### src/logic/fmsp_pkg.sv
// package of constants for the four mode serial port
// assumes a single core clock; timer overflows arrive as enable pulses
package fmsp_pkg;

    // ****************************************
    // register addresses and reset values
    // ****************************************
    localparam logic [7:0] FMSP_SERIAL_CONTROL_STATUS_ADDR = 8'h98;
    localparam logic [7:0] FMSP_SERIAL_DATA_BUFFER_ADDR = 8'h99;
    localparam logic [7:0] FMSP_SERIAL_CONTROL_STATUS_RST = 8'h00;
    localparam logic [7:0] FMSP_SERIAL_DATA_BUFFER_RST = 8'h00;

    // ****************************************
    // control register field positions
    // ****************************************
    localparam int FMSP_B_MODE_HI = 7;
    localparam int FMSP_B_MODE_LO = 6;
    localparam int FMSP_B_MPROC = 5;
    localparam int FMSP_B_REN = 4;
    localparam int FMSP_B_TX9 = 3;
    localparam int FMSP_B_RX9 = 2;
    localparam int FMSP_B_TXC = 1;
    localparam int FMSP_B_RXC = 0;

    // ****************************************
    // mode encodings
    // ****************************************
    localparam logic [1:0] FMSP_M_SHIFT = 2'b00;
    localparam logic [1:0] FMSP_M_UART8 = 2'b01;
    localparam logic [1:0] FMSP_M_UART9F = 2'b10;
    localparam logic [1:0] FMSP_M_UART9V = 2'b11;

    // ****************************************
    // timing, as ratios of the core clock
    // ****************************************
    localparam int FMSP_CLK_HZ = 50_000_000;
    localparam int FMSP_M0_DIV = 12;
    localparam int FMSP_M2_DIV_SLOW = 64;
    localparam int FMSP_M2_DIV_FAST = 32;
    localparam int FMSP_OVS = 16;
    localparam logic [2:0] FMSP_M0_HALF_RL = 3'(FMSP_M0_DIV / 2 - 1);
    localparam logic [1:0] FMSP_M2_SLOW_RL =
        2'(FMSP_M2_DIV_SLOW / FMSP_OVS - 1);
    localparam logic [1:0] FMSP_M2_FAST_RL =
        2'(FMSP_M2_DIV_FAST / FMSP_OVS - 1);
    localparam logic [3:0] FMSP_OVS_LAST = 4'(FMSP_OVS - 1);
    localparam logic [3:0] FMSP_OVS_MID = 4'(FMSP_OVS / 2 - 1);

    // ****************************************
    // frame layout
    // ****************************************
    localparam logic [3:0] FMSP_STOP8 = 4'h9;
    localparam logic [3:0] FMSP_STOP9 = 4'ha;
    localparam logic [2:0] FMSP_M0_LAST = 3'h7;
    localparam int FMSP_TXQ_W = 9;
    localparam int FMSP_TXQ_DEPTH = 16;

    // ****************************************
    // state types
    // ****************************************
    typedef enum logic [2:0] {
        FMSP_TX_IDLE = 3'b001,
        FMSP_TX_WAIT = 3'b010,
        FMSP_TX_SEND = 3'b100
    } fmsp_tx_st_t;

    typedef enum logic [2:0] {
        FMSP_RX_IDLE = 3'b001,
        FMSP_RX_START = 3'b010,
        FMSP_RX_DATA = 3'b100
    } fmsp_rx_st_t;

endpackage

### src/logic/fmsp_stream_if.sv
// valid/ready word stream between the port's own modules
// assumes both ends on the same core clock
`timescale 1ns/1ns
interface fmsp_stream_if #(parameter int W = 9);
    logic valid;
    logic ready;
    logic [W-1:0] data;
    modport src (output valid, output data, input ready);
    modport snk (input valid, input data, output ready);
endinterface

### src/logic/fmsp_fifo.sv
// synchronous first-in first-out buffer with valid/ready on both sides
// assumes one clock and an asynchronous active low reset
`timescale 1ns/1ns
module fmsp_fifo #(
    parameter int W = 9,
    parameter int DEPTH = 16
) (
    // clock and reset
    input wire logic clk,
    input wire logic arst_n,
    // streams
    fmsp_stream_if.snk wr,
    fmsp_stream_if.src rd
);
    localparam int AW = $clog2(DEPTH);

    logic [W-1:0] mem [DEPTH];
    logic [AW-1:0] wp_q;
    logic [AW-1:0] rp_q;
    logic [AW:0] cnt_q;

    wire full = cnt_q == (AW+1)'(DEPTH);
    wire empty = cnt_q == '0;
    wire push = wr.valid && !full;
    wire pop = rd.ready && !empty;

    assign wr.ready = !full;
    assign rd.valid = !empty;
    assign rd.data = mem[rp_q];

    always_ff @(posedge clk) begin
        if (push) begin
            mem[wp_q] <= wr.data;
        end
    end

    always_ff @(posedge clk or negedge arst_n) begin
        if (!arst_n) begin
            wp_q <= '0;
            rp_q <= '0;
            cnt_q <= '0;
        end else begin
            if (push) begin
                wp_q <= wp_q + 1'b1;
            end
            if (pop) begin
                rp_q <= rp_q + 1'b1;
            end
            cnt_q <= cnt_q + (AW+1)'(push) - (AW+1)'(pop);
        end
    end
endmodule

### src/logic/fmsp_baud.sv
// sixteen-times bit rate enables for both directions and mode 0 halves
// assumes timer overflows are one-cycle pulses on the core clock
`timescale 1ns/1ns
module fmsp_baud import fmsp_pkg::*; (
    // clock and reset
    input wire logic clk,
    input wire logic arst_n,
    // configuration
    input wire logic [1:0] mode,
    input wire logic rate_double_bit,
    input wire logic rx_use_t2,
    input wire logic tx_use_t2,
    // timer overflows
    input wire logic t1_ovf,
    input wire logic t2_ovf,
    // enables
    output logic tx_tick,
    output logic rx_tick,
    output logic m0_half
);
    logic t1_half_q;
    logic [1:0] fix_cnt_q;
    logic [2:0] m0_cnt_q;

    // timer 1 gives 32 overflows per bit unless doubled
    wire t1_tick = t1_ovf && (rate_double_bit || t1_half_q);
    wire fix_tick = fix_cnt_q == 2'h0;
    wire [1:0] fix_rl = rate_double_bit ? FMSP_M2_FAST_RL : FMSP_M2_SLOW_RL;
    wire fixed = mode == FMSP_M_UART9F;

    assign tx_tick = fixed ? fix_tick : (tx_use_t2 ? t2_ovf : t1_tick);
    assign rx_tick = fixed ? fix_tick : (rx_use_t2 ? t2_ovf : t1_tick);
    assign m0_half = m0_cnt_q == 3'h0;

    always_ff @(posedge clk or negedge arst_n) begin
        if (!arst_n) begin
            t1_half_q <= 1'b0;
            fix_cnt_q <= 2'h0;
            m0_cnt_q <= 3'h0;
        end else begin
            t1_half_q <= t1_half_q ^ t1_ovf;
            fix_cnt_q <= fix_tick ? fix_rl : fix_cnt_q - 2'h1;
            m0_cnt_q <= m0_half ? FMSP_M0_HALF_RL : m0_cnt_q - 3'h1;
        end
    end
endmodule

### src/logic/fmsp_serial_port.sv
// four mode serial port: shift register and three asynchronous modes
// assumes timer overflows as enable pulses and synchronous pin inputs
`timescale 1ns/1ns

module fmsp_serial_port import fmsp_pkg::*; (
    // clock and reset
    input wire logic clk,
    input wire logic arst_n,
    // register port
    input wire logic [7:0] sfr_addr,
    input wire logic sfr_wr,
    input wire logic sfr_rd,
    input wire logic [7:0] sfr_wdata,
    output logic [7:0] sfr_rdata,
    output logic tx_ready,
    // rate sources
    input wire logic rate_double_bit,
    input wire logic t1_ovf,
    input wire logic t2_ovf,
    input wire logic rx_use_t2,
    input wire logic tx_use_t2,
    // pins
    input wire logic rxd_i,
    output logic rxd_o,
    output logic rxd_oe,
    output logic txd
);
    // ****************************************
    // register port decode
    // ****************************************
    logic mode_select_high_q;
    logic mode_select_low_q;
    logic multiproc_enable_q;
    logic rx_enable_q;
    logic tx_ninth_bit_q;
    logic rx_ninth_bit_q;
    logic tx_complete_flag_q;
    logic rx_complete_flag_q;
    logic [7:0] rbuf_q;
    logic [7:0] rdata_q;
    logic tx_ready_q;
    logic txd_q;
    logic rxd_o_q;
    logic rxd_oe_q;

    wire serial_control_status_wr = sfr_wr && sfr_addr == FMSP_SERIAL_CONTROL_STATUS_ADDR;
    wire serial_data_buffer_wr = sfr_wr && sfr_addr == FMSP_SERIAL_DATA_BUFFER_ADDR;
    wire serial_control_status_rd = sfr_rd && sfr_addr == FMSP_SERIAL_CONTROL_STATUS_ADDR;
    wire serial_data_buffer_rd = sfr_rd && sfr_addr == FMSP_SERIAL_DATA_BUFFER_ADDR;
    wire [1:0] mode = {mode_select_high_q, mode_select_low_q};
    wire is_m0 = mode == FMSP_M_SHIFT;
    wire nine = mode_select_high_q;
    wire [7:0] serial_control_status_val = {mode_select_high_q, mode_select_low_q,
        multiproc_enable_q, rx_enable_q, tx_ninth_bit_q, rx_ninth_bit_q,
        tx_complete_flag_q, rx_complete_flag_q};
    // writes feed transmit, reads return the separate receive buffer
    wire [7:0] rdata_d = serial_control_status_rd ? serial_control_status_val :
        (serial_data_buffer_rd ? rbuf_q : rdata_q);

    // ****************************************
    // rate enables
    // ****************************************
    logic tx_tick;
    logic rx_tick;
    logic m0_half;

    fmsp_baud u_baud (
        .clk(clk),
        .arst_n(arst_n),
        .mode(mode),
        .rate_double_bit(rate_double_bit),
        .rx_use_t2(rx_use_t2),
        .tx_use_t2(tx_use_t2),
        .t1_ovf(t1_ovf),
        .t2_ovf(t2_ovf),
        .tx_tick(tx_tick),
        .rx_tick(rx_tick),
        .m0_half(m0_half)
    );

    // ****************************************
    // transmit queue
    // ****************************************
    fmsp_stream_if #(.W(FMSP_TXQ_W)) push_if ();
    fmsp_stream_if #(.W(FMSP_TXQ_W)) pop_if ();

    assign push_if.valid = serial_data_buffer_wr;
    assign push_if.data = {tx_ninth_bit_q, sfr_wdata};

    fmsp_fifo #(.W(FMSP_TXQ_W), .DEPTH(FMSP_TXQ_DEPTH)) u_txq (
        .clk(clk),
        .arst_n(arst_n),
        .wr(push_if),
        .rd(pop_if)
    );

    // ****************************************
    // shift register mode engine
    // ****************************************
    logic m0_busy_q;
    logic m0_tx_q;
    logic m0_ph_q;
    logic [2:0] m0_cnt_q;
    logic [7:0] m0_sh_q;
    fmsp_tx_st_t tx_st_q;

    wire tx_take = pop_if.valid &&
        (is_m0 ? !m0_busy_q : tx_st_q == FMSP_TX_IDLE);
    assign pop_if.ready = tx_take;
    wire m0_tx_go = tx_take && is_m0;
    wire m0_rx_go = is_m0 && rx_enable_q && !rx_complete_flag_q &&
        !m0_busy_q && !pop_if.valid;
    wire m0_step = m0_busy_q && m0_half;
    wire m0_end = m0_step && m0_ph_q && m0_cnt_q == FMSP_M0_LAST;
    wire m0_done_tx = m0_end && m0_tx_q;
    wire m0_done_rx = m0_end && !m0_tx_q;

    always_ff @(posedge clk or negedge arst_n) begin
        if (!arst_n) begin
            m0_busy_q <= 1'b0;
            m0_tx_q <= 1'b0;
            m0_ph_q <= 1'b0;
            m0_cnt_q <= 3'h0;
            m0_sh_q <= 8'h00;
        end else if (m0_tx_go || m0_rx_go) begin
            m0_busy_q <= 1'b1;
            m0_tx_q <= m0_tx_go;
            m0_ph_q <= 1'b0;
            m0_cnt_q <= 3'h0;
            m0_sh_q <= m0_tx_go ? pop_if.data[7:0] : 8'h00;
        end else if (m0_step && !m0_ph_q) begin
            m0_ph_q <= 1'b1;
            if (!m0_tx_q) begin
                m0_sh_q <= {rxd_i, m0_sh_q[7:1]};
            end
        end else if (m0_step) begin
            m0_ph_q <= 1'b0;
            m0_cnt_q <= m0_cnt_q + 3'h1;
            m0_busy_q <= !m0_end;
            if (m0_tx_q) begin
                m0_sh_q <= {1'b0, m0_sh_q[7:1]};
            end
        end
    end

    // ****************************************
    // asynchronous transmitter
    // ****************************************
    logic [8:0] tx_sh_q;
    logic [3:0] tx_bit_q;
    logic [3:0] tx_sub_q;

    wire [3:0] tx_last = nine ? FMSP_STOP9 : FMSP_STOP8;
    wire tx_adv = tx_st_q == FMSP_TX_SEND && tx_tick &&
        tx_sub_q == FMSP_OVS_LAST;
    wire ti_uart_set = tx_adv && tx_bit_q == tx_last - 4'h1;
    wire tx_go = tx_take && !is_m0;
    wire [8:0] tx_load = {nine ? pop_if.data[8] : 1'b1,
        pop_if.data[7:0]};

    always_ff @(posedge clk or negedge arst_n) begin
        if (!arst_n) begin
            tx_st_q <= FMSP_TX_IDLE;
            tx_sh_q <= 9'h1ff;
            tx_bit_q <= 4'h0;
            tx_sub_q <= 4'h0;
        end else begin
            case (tx_st_q)
                FMSP_TX_IDLE: begin
                    if (tx_go) begin
                        tx_sh_q <= tx_load;
                        tx_st_q <= FMSP_TX_WAIT;
                    end
                end
                FMSP_TX_WAIT: begin
                    if (tx_tick) begin
                        tx_st_q <= FMSP_TX_SEND;
                        tx_bit_q <= 4'h0;
                        tx_sub_q <= 4'h0;
                    end
                end
                FMSP_TX_SEND: begin
                    if (tx_tick) begin
                        tx_sub_q <= tx_sub_q + 4'h1;
                    end
                    if (tx_adv && tx_bit_q == tx_last) begin
                        tx_st_q <= FMSP_TX_IDLE;
                    end else if (tx_adv) begin
                        tx_bit_q <= tx_bit_q + 4'h1;
                        if (tx_bit_q != 4'h0) begin
                            tx_sh_q <= {1'b1, tx_sh_q[8:1]};
                        end
                    end
                end
                default: begin
                    tx_st_q <= FMSP_TX_IDLE;
                end
            endcase
        end
    end

    // ****************************************
    // asynchronous receiver
    // ****************************************
    fmsp_rx_st_t rx_st_q;
    logic [3:0] rx_sub_q;
    logic [3:0] rx_cnt_q;
    logic [8:0] rx_sh_q;
    logic rx_prev_q;

    wire rx_fall = rx_prev_q && !rxd_i;
    wire rx_samp = rx_st_q == FMSP_RX_DATA && rx_tick &&
        rx_sub_q == FMSP_OVS_LAST;
    wire [3:0] rx_last = nine ? FMSP_STOP8 : FMSP_STOP8 - 4'h1;
    // final shift lands mid stop bit
    wire rx_final = rx_samp && rx_cnt_q == rx_last;
    wire [7:0] rx_data = nine ? rx_sh_q[7:0] : rx_sh_q[8:1];
    wire rx_bit9 = nine ? rx_sh_q[8] : rxd_i;
    wire rx_accept = !rx_complete_flag_q &&
        (!multiproc_enable_q || rx_bit9);
    wire rx_take = rx_final && rx_accept;

    always_ff @(posedge clk or negedge arst_n) begin
        if (!arst_n) begin
            rx_st_q <= FMSP_RX_IDLE;
            rx_sub_q <= 4'h0;
            rx_cnt_q <= 4'h0;
            rx_sh_q <= 9'h000;
            rx_prev_q <= 1'b1;
        end else begin
            if (rx_tick) begin
                rx_prev_q <= rxd_i;
                rx_sub_q <= rx_sub_q + 4'h1;
            end
            case (rx_st_q)
                FMSP_RX_IDLE: begin
                    if (rx_tick && rx_fall && rx_enable_q &&
                        !is_m0) begin
                        rx_st_q <= FMSP_RX_START;
                        rx_sub_q <= 4'h0;
                    end
                end
                FMSP_RX_START: begin
                    if (rx_tick && rx_sub_q == FMSP_OVS_MID) begin
                        rx_st_q <= rxd_i ? FMSP_RX_IDLE : FMSP_RX_DATA;
                        rx_sub_q <= 4'h0;
                        rx_cnt_q <= 4'h0;
                    end
                end
                FMSP_RX_DATA: begin
                    if (rx_samp) begin
                        rx_sh_q <= {rxd_i, rx_sh_q[8:1]};
                        rx_cnt_q <= rx_cnt_q + 4'h1;
                    end
                    if (rx_final || is_m0) begin
                        rx_st_q <= FMSP_RX_IDLE;
                    end
                end
                default: begin
                    rx_st_q <= FMSP_RX_IDLE;
                end
            endcase
        end
    end

    // ****************************************
    // control, status and buffer registers
    // ****************************************
    wire ti_set = ti_uart_set || m0_done_tx;
    wire ri_set = rx_take || m0_done_rx;

    always_ff @(posedge clk or negedge arst_n) begin
        if (!arst_n) begin
            {mode_select_high_q, mode_select_low_q, multiproc_enable_q,
                rx_enable_q, tx_ninth_bit_q} <= FMSP_SERIAL_CONTROL_STATUS_RST[7:3];
        end else if (serial_control_status_wr) begin
            mode_select_high_q <= sfr_wdata[FMSP_B_MODE_HI];
            mode_select_low_q <= sfr_wdata[FMSP_B_MODE_LO];
            multiproc_enable_q <= sfr_wdata[FMSP_B_MPROC];
            rx_enable_q <= sfr_wdata[FMSP_B_REN];
            tx_ninth_bit_q <= sfr_wdata[FMSP_B_TX9];
        end
    end

    // hardware set wins over a software write in the same cycle
    always_ff @(posedge clk or negedge arst_n) begin
        if (!arst_n) begin
            tx_complete_flag_q <= FMSP_SERIAL_CONTROL_STATUS_RST[FMSP_B_TXC];
            rx_complete_flag_q <= FMSP_SERIAL_CONTROL_STATUS_RST[FMSP_B_RXC];
            rx_ninth_bit_q <= FMSP_SERIAL_CONTROL_STATUS_RST[FMSP_B_RX9];
        end else begin
            tx_complete_flag_q <= ti_set ||
                (serial_control_status_wr ? sfr_wdata[FMSP_B_TXC] : tx_complete_flag_q);
            rx_complete_flag_q <= ri_set ||
                (serial_control_status_wr ? sfr_wdata[FMSP_B_RXC] : rx_complete_flag_q);
            if (rx_take) begin
                rx_ninth_bit_q <= rx_bit9;
            end else if (serial_control_status_wr) begin
                rx_ninth_bit_q <= sfr_wdata[FMSP_B_RX9];
            end
        end
    end

    // receive buffer: the uart shifter fills while this is unread; mode 0 reception waits until rx_complete_flag_q clears
    always_ff @(posedge clk or negedge arst_n) begin
        if (!arst_n) begin
            rbuf_q <= FMSP_SERIAL_DATA_BUFFER_RST;
        end else if (rx_take) begin
            rbuf_q <= rx_data;
        end else if (m0_done_rx) begin
            rbuf_q <= m0_sh_q;
        end
    end

    // ****************************************
    // pins and port outputs
    // ****************************************
    wire tx_send = tx_st_q == FMSP_TX_SEND;
    wire uart_txd = !tx_send || (tx_bit_q != 4'h0 &&
        (tx_bit_q == tx_last || tx_sh_q[0]));
    wire txd_d = m0_busy_q ? m0_ph_q : uart_txd;

    always_ff @(posedge clk or negedge arst_n) begin
        if (!arst_n) begin
            txd_q <= 1'b1;
            rxd_o_q <= 1'b1;
            rxd_oe_q <= 1'b0;
            rdata_q <= 8'h00;
            tx_ready_q <= 1'b0;
        end else begin
            txd_q <= txd_d;
            rxd_o_q <= m0_sh_q[0];
            rxd_oe_q <= m0_busy_q && m0_tx_q;
            rdata_q <= rdata_d;
            tx_ready_q <= push_if.ready;
        end
    end

    assign txd = txd_q;
    assign rxd_o = rxd_o_q;
    assign rxd_oe = rxd_oe_q;
    assign sfr_rdata = rdata_q;
    assign tx_ready = tx_ready_q;
endmodule

### config.mk
export PLATFORM = sky130hd
export DESIGN_NAME = fmsp_serial_port
export DESIGN_NICKNAME = d
export VERILOG_FILES = /design/src/logic/fmsp_pkg.sv /design/src/logic/fmsp_stream_if.sv /design/src/logic/fmsp_fifo.sv /design/src/logic/fmsp_baud.sv /design/src/logic/fmsp_serial_port.sv
export SDC_FILE = /design/constraint.sdc
export NUM_CORES = 1
export LEC_CHECK = 0
export BUFFER_PORTS_ARGS = -buffer_cell sky130_fd_sc_hd__buf_4
export CAP_MARGIN = 5
export CELL_PAD_IN_SITES_DETAIL_PLACEMENT = 0
export CELL_PAD_IN_SITES_GLOBAL_PLACEMENT = 1
export CORE_MARGIN = 2
export CORE_UTILIZATION = 27
export DETAILED_ROUTE_END_ITERATION = 10
export PLACE_DENSITY = 0.52
export SLEW_MARGIN = 10
export SYNTH_ARGS = -nofsm -noshare
export SYNTH_HDL_FRONTEND = slang
export SYNTH_HIERARCHICAL = 1
export SYNTH_SLANG_ARGS = --single-unit
### constraint.sdc
create_clock -name clk -period 5.8 [get_ports clk]
set_input_delay 1.16 -clock clk [delete_from_list [all_inputs] [get_ports clk]]
set_output_delay 1.16 -clock clk [all_outputs]
set_load 0.01 [all_outputs]
# == After elaboration in Yosys (flattened, before gate mapping) ==
# Memories as Yosys holds them, arrays and structs flattened.
# Index checks and enable logic that the tools add are counted.
# W data, S select, Z words.
# word_totals
register_bits,102
latchBits,0
ram_bits,144
mem_bits_ro,0
output_inout_bits,12
word_cells,224
n_memories,1
# mem_list
memory,words,word_bits,rd,rd_clocked_by_memory_dff,wr,line_no,source
u_txq.mem,16,9,1,0,1,fmsp_fifo.sv:17,logic [W-1:0] mem [DEPTH];
# classes
add_sub_neg,12
mul,0
div_mod_pow,0
order_cmp,0
n_eq_ne,30
shift,0
muxes,66
n_bitwise,1
reduce_logical,80
# ops
op,n
$mux W8,11
$logic_and A1 B1 Y1,36
$mux W4,9
$mux W9,4
$mux W3,11
$pmux W4 S2,4
$add A4 B1 Y4 const B,6
$mux W1,21
$ne A2 B2 Y1 const B,9
$pmux W3 S3,2
$pmux W9 S2,1
$eq A8 B8 Y1 const B,2
$reduce_and A3 Y1,5
$reduce_bool A2 Y1,7
$eq A4 B4 Y1,3
$logic_not A1 Y1,11
$logic_or A1 B1 Y1,10
$eq A3 B3 Y1 const B,3
$eq A4 B4 Y1 const B,2
$eq A3 B1 Y1 const B,2
$eq A3 B2 Y1 const B,2
$mux W2,3
$ne A2 B1 Y1 const B,3
$reduce_bool A3 Y1,2
18 further kinds,20

# == Longest topological paths before layout ==
# depth
depth_word,10
ltp_mapped,14

# == By module ==
# Netlist, hierarchy kept.
# by_module_without_submodules
mod,n_inst,cells_each,area_each_um2
fmsp_fifo,1,346,6351.1
fmsp_serial_port,1,355,4274.1
fmsp_baud,1,28,267.8

# == Least setup slack after synthesis ==
# No wires, ideal clock.
# synth_path
path_kind,input to register
start,in sfr_addr[5]
end,reg u_txq.cnt_q[4]
t_arrival_ns,3.208
t_required_ns,5.677
slack_ns,2.469
cell_stages,14
n_path_buf,1
path_cell_list,nand4bb_1 nor2_1 and4_1 and2_1 buf_2 inv_2 ha_1 inv_1 ha_1 fa_1 a21oi_1 nor2_1 nor2_1 xnor2_1
# synth_between
elab_chain_len,5
# synth_rtl
item,line_no,source
start: declaration,fmsp_serial_port.sv:10,"input wire logic [7:0] sfr_addr,"
$eq A8 B8 Y1,fmsp_serial_port.sv:47,wire serial_data_buffer_wr = sfr_wr && sfr_addr == FMSP_SERIAL_DATA_BUFFER_ADDR;
$logic_and A1 B1 Y1,fmsp_serial_port.sv:47,
named net push_if.valid,fmsp_stream_if.sv:5,logic valid;
$logic_and A1 B1 Y1,fmsp_fifo.sv:24,wire push = wr.valid && !full;
$add A5 B1 Y5,fmsp_fifo.sv:49,cnt_q <= cnt_q + (AW+1)'(push) - (AW+1)'(pop);
$sub A5 B1 Y5,fmsp_fifo.sv:49,
end signal: assignment,fmsp_fifo.sv:49,
end: declaration,fmsp_fifo.sv:20,logic [AW:0] cnt_q;
# The timed path passes the listed nets, and every way through them passes these cells.
# A chain may end at the register's enable or synchronous reset.

# == Worst setup path in the final report ==
# layout_path
start,in t1_ovf
end,reg rbuf_q[4]
# layout_between
elab_chain_len,8
# layout_rtl
item,line_no,source
start: declaration,fmsp_serial_port.sv:18,"input wire logic t1_ovf,"
$logic_and A1 B1 Y1 (*),fmsp_baud.sv:26,wire t1_tick = t1_ovf && (rate_double_bit || t1_half_q);
$mux W1 (*) (2 in a row),fmsp_baud.sv:32,assign rx_tick = fixed ? fix_tick : (rx_use_t2 ? t2_ovf : t1_tick);
named net rx_tick,fmsp_serial_port.sv:64,logic rx_tick;
$logic_and A1 B1 Y1 (*) (2 in a row),fmsp_serial_port.sv:212,wire rx_samp = rx_st_q == FMSP_RX_DATA && rx_tick &&
$logic_and A1 B1 Y1 (*),fmsp_serial_port.sv:216,wire rx_final = rx_samp && rx_cnt_q == rx_last;
$logic_and A1 B1 Y1 (*),fmsp_serial_port.sv:221,wire rx_take = rx_final && rx_accept;
$mux W8 or $reduce_bool A2 Y1 (tied branches),-,
end signal: assignment,fmsp_serial_port.sv:309,rbuf_q <= rx_data;
end signal: assignment,fmsp_serial_port.sv:311,rbuf_q <= m0_sh_q;
end: declaration,fmsp_serial_port.sv:39,logic [7:0] rbuf_q;
# Mark *: on every way through the listed nets, which the timed path passes. The rest lies on a longest branch.

==> metrics.yaml <==
synth_top_cells_by_area: "edfxtp_1 (40%), dfrtp_1 (20%), mux2i_1 (6.2%)"
hold_path_depth: 0
worstSetupStartpointType: "primary input"
power.static_leakage_nw: 4.71
grt_start_max_net_pins: 57
die_area_um2: 42000
routedWlPerCell_um: 19.4
tns_ps: 0
setup_viol: 0
max_slew.worst_pin.slew_ps: 1040
syn_nets: 775
route.vias.total: 6143
cts_tree: "yes"
cts_max_path_buffers: 3
level_count_of_the_clock_h_tree: 1
cp_slowest_stage_delay_ps: 610
synth_top_flop_cell: "edfxtp_1"
grt_setup_unrepaired: "no"
mostFrequentLayoutCell: "edfxtp_1"
io_buffer_count: 37
mappedNetlistArea_um2: 10900
die_height_um: 205
drive_gt1_share_pct: 24.8
grt.overflow.total: 0
die_w_um: 205
cts_post_setup_buffers_inserted: 0
tritoncts.num_buffers: 29
num_rows: 73
root_buffer: "clkbuf_16"
place_congestion: 0.703
drt-vias-per-instance: 4.64
initial_core_util_pct: 27.4
hold_viol_final: 0
outcome: "finished clean"
synthMuxAreaShare_pct: 16.0
type_of_the_setup_path_with_the_least_slack: "primary input to flip-flop"
netlist.area_leader.share_pct: 39.7
syn_area_per_cell_um2: 14.9
min-delay-path-class: "flip-flop to flip-flop"
count_of_unresolved_drc_violations_after_routing: 0
max_clock_freq_ghz: 0.305
irDropWorstVdd_v: 0.000241
synth_simple_gate_area_share_pct: 7.73
ys_async_sr_fraction_pct: 41.5
finalHoldWorstSlack_ps: 428
grt_antenna_before_repair: 0
mostFrequentLayoutCells: "edfxtp_1 (144), dfrtp_1 (87), mux2i_1 (67)"
first_iter_violations: 335
post_synth_xor_area_fraction_pct: 1.53
critical_path_sink_type: "flip-flop"
final_antenna_net_count: 0
critical_path_arrival_ps: 3740
synth_top_cell_by_area: "edfxtp_1"
path_clk_slew_ps: 60
syn_inst: 729
final_max_slew_viol_count: 0
yosysSeqAreaShare_pct: 63.3
timing.critical_path.depth: 8
timing.final.crit_share_pct: 56.4
fin_crit_ps: 3270
ys_warns: 6
netlist-cell-type-count: 72
synth-adder-area-share_pct: 2.37
power-per-cell-area_nw_per_um2: 402
cts.sinks: 246
global_route_wire_length_before_repair_um: 39400
firstDrtPassIters: 4
yosys_register_bits: 246
post_cts_hold_buffers: 0
synth-compound-area-share_pct: 6.75
core_box_area_um2: 39800
timing.critical_path.max_delay_family: "simple AND/OR/NAND/NOR gates"
critical_path_buf_inv_count: 1
number_of_flops_mapped_to_enable_cells_by_yosys: 144
reg2reg_setup_slack_ps: 2680
area_delta_synth_final_pct: 16.2
cp_data_required_time_ps: 6270
floorplan.io_pins: 38
critPathSlowestCell: "and3_1"
wirelength_um: 25700
max-slew-margin-rel_pct: 30.9
finish.net_count: 820
overall_global_routing_usage_pct: 12.5
first_global_vias: 6264
placed_cell_area_um2: 11800
max_fanout_on_critical_path: 12
finalInstanceArea_um2: 12700
fin_worst_skew_ps: 11.1
util_after_layout_pct: 31.8
synth_top_family_by_area: "multiplexers"
clock_insertion_delay_worst_skew_ps: 560
path_cells: "buf_4 > o21ai_1 > o21a_1 > a21oi_1 > and4_1 > and2_1 > and3_1 > mux2i_1"
cts_resized: 0
timing.max_cap.violations: 0
reg2reg_depth: 6
dpl.hpwl_um: 16900
[report_power, final]
part / internal, mW / switching [mW] / leakage (nW)
Combinational: 0.537 / 0.559 / 1.76
Sequential: 2.01 / 0.227 / 2.51
Clock: 1.02 / 0.726 / 0.444
[Yosys cell counts (5+ instances only)]
library cell / n
edfxtp_1: 144
dfrtp_1: 88
mux2i_1: 67
mux2_2: 58
nand2_1: 31
nor2_1: 25
o21ai_0: 22
a221oi_1: 19
ha_1: 19
inv_1: 19
mux4_2: 18
dfstp_2: 14
and2_1: 13
a21oi_1: 12
clkbuf_1: 11
a22oi_1: 10
buf_2: 10
nand3_1: 10
nor2b_1: 10
xnor2_1: 10
xor2_1: 9
a22o_1: 8
nand2b_1: 6
nor3_1: 6
a21o_1: 5
nand4_1: 5
nor3b_1: 5
nor4_1: 5
[logic make-up after synthesis]
group                      Yosys count
adders and majority gates           20
DFF                                246
and+or+nand+nor                    146
xor gates and xnor gates            19
buffers and inverters               53
AOI/OAI and AO/OA                  101
muxes                              144
[registers in the layout, indices dropped and copies added (netlist names), 2 cells and up]
signal / cells
u_txq/mem: 144
rx_sh_q: 9
tx_sh_q: 9
m0_sh_q: 8
rbuf_q: 8
sfr_rdata: 8
u_txq/cnt_q: 5
rx_cnt_q: 4
rx_sub_q: 4
tx_bit_q: 4
tx_sub_q: 4
u_txq/rp_q: 4
u_txq/wp_q: 4
m0_cnt_q: 3
rx_st_q: 3
tx_st_q: 3
u_baud/m0_cnt_q: 3
u_baud/fix_cnt_q: 2
[metrics by stage]
stage	cells	setup slack [ps]	total power [mW]
final	1323	2530	5.09
after global routing	1322	2260	5.37
after CTS	1322	2510	5.18
after detailed placement	1268	1950	3.40
after global placement	1268	2010	3.40
after floorplan	729	2470	3.03
[worst register-to-register path, cell delays in order (launching register included)]
cell,delay (ps)
dfrtp_1,1020
and2_1,810
a221oi_1,280
a22oi_1,230
nand2_1,160
mux2_2,290
mux2_2,260
[layer usage]
layer / global-route usage [%] / part of all wire, % / routed length [µm]
met5: 0 / 0 / 0
met4: 3.31 / 1.7 / 436
met3: 1.91 / 3.2 / 815
met2: 20.8 / 49 / 12500
met1: 16.8 / 47 / 12000
[layout make-up]
class                   count  area, µm²
multi-input cells         430       3770
repair buffers             46        345
well taps                 525        657
flip-flops and latches    246       6900
clock inverters            14        128
fillers                  3971      27200
clock buffers              40        777
inverters                  21       78.8
diodes                      1       2.50
[final timing paths]
path | startpoint | to
worst max-delay path | t1_ovf | rbuf_q[4]
worst min-delay path | m0_sh_q[0] | rxd_o
worst max register to register | u_txq/rp_q[1] | tx_sh_q[7]
worst min register to register | m0_sh_q[0] | rxd_o
max in group asynchronous | arst_n | u_txq/wp_q[3]
min in group asynchronous | arst_n | u_baud/fix_cnt_q[0]
(Power assumes the default switching activity.)
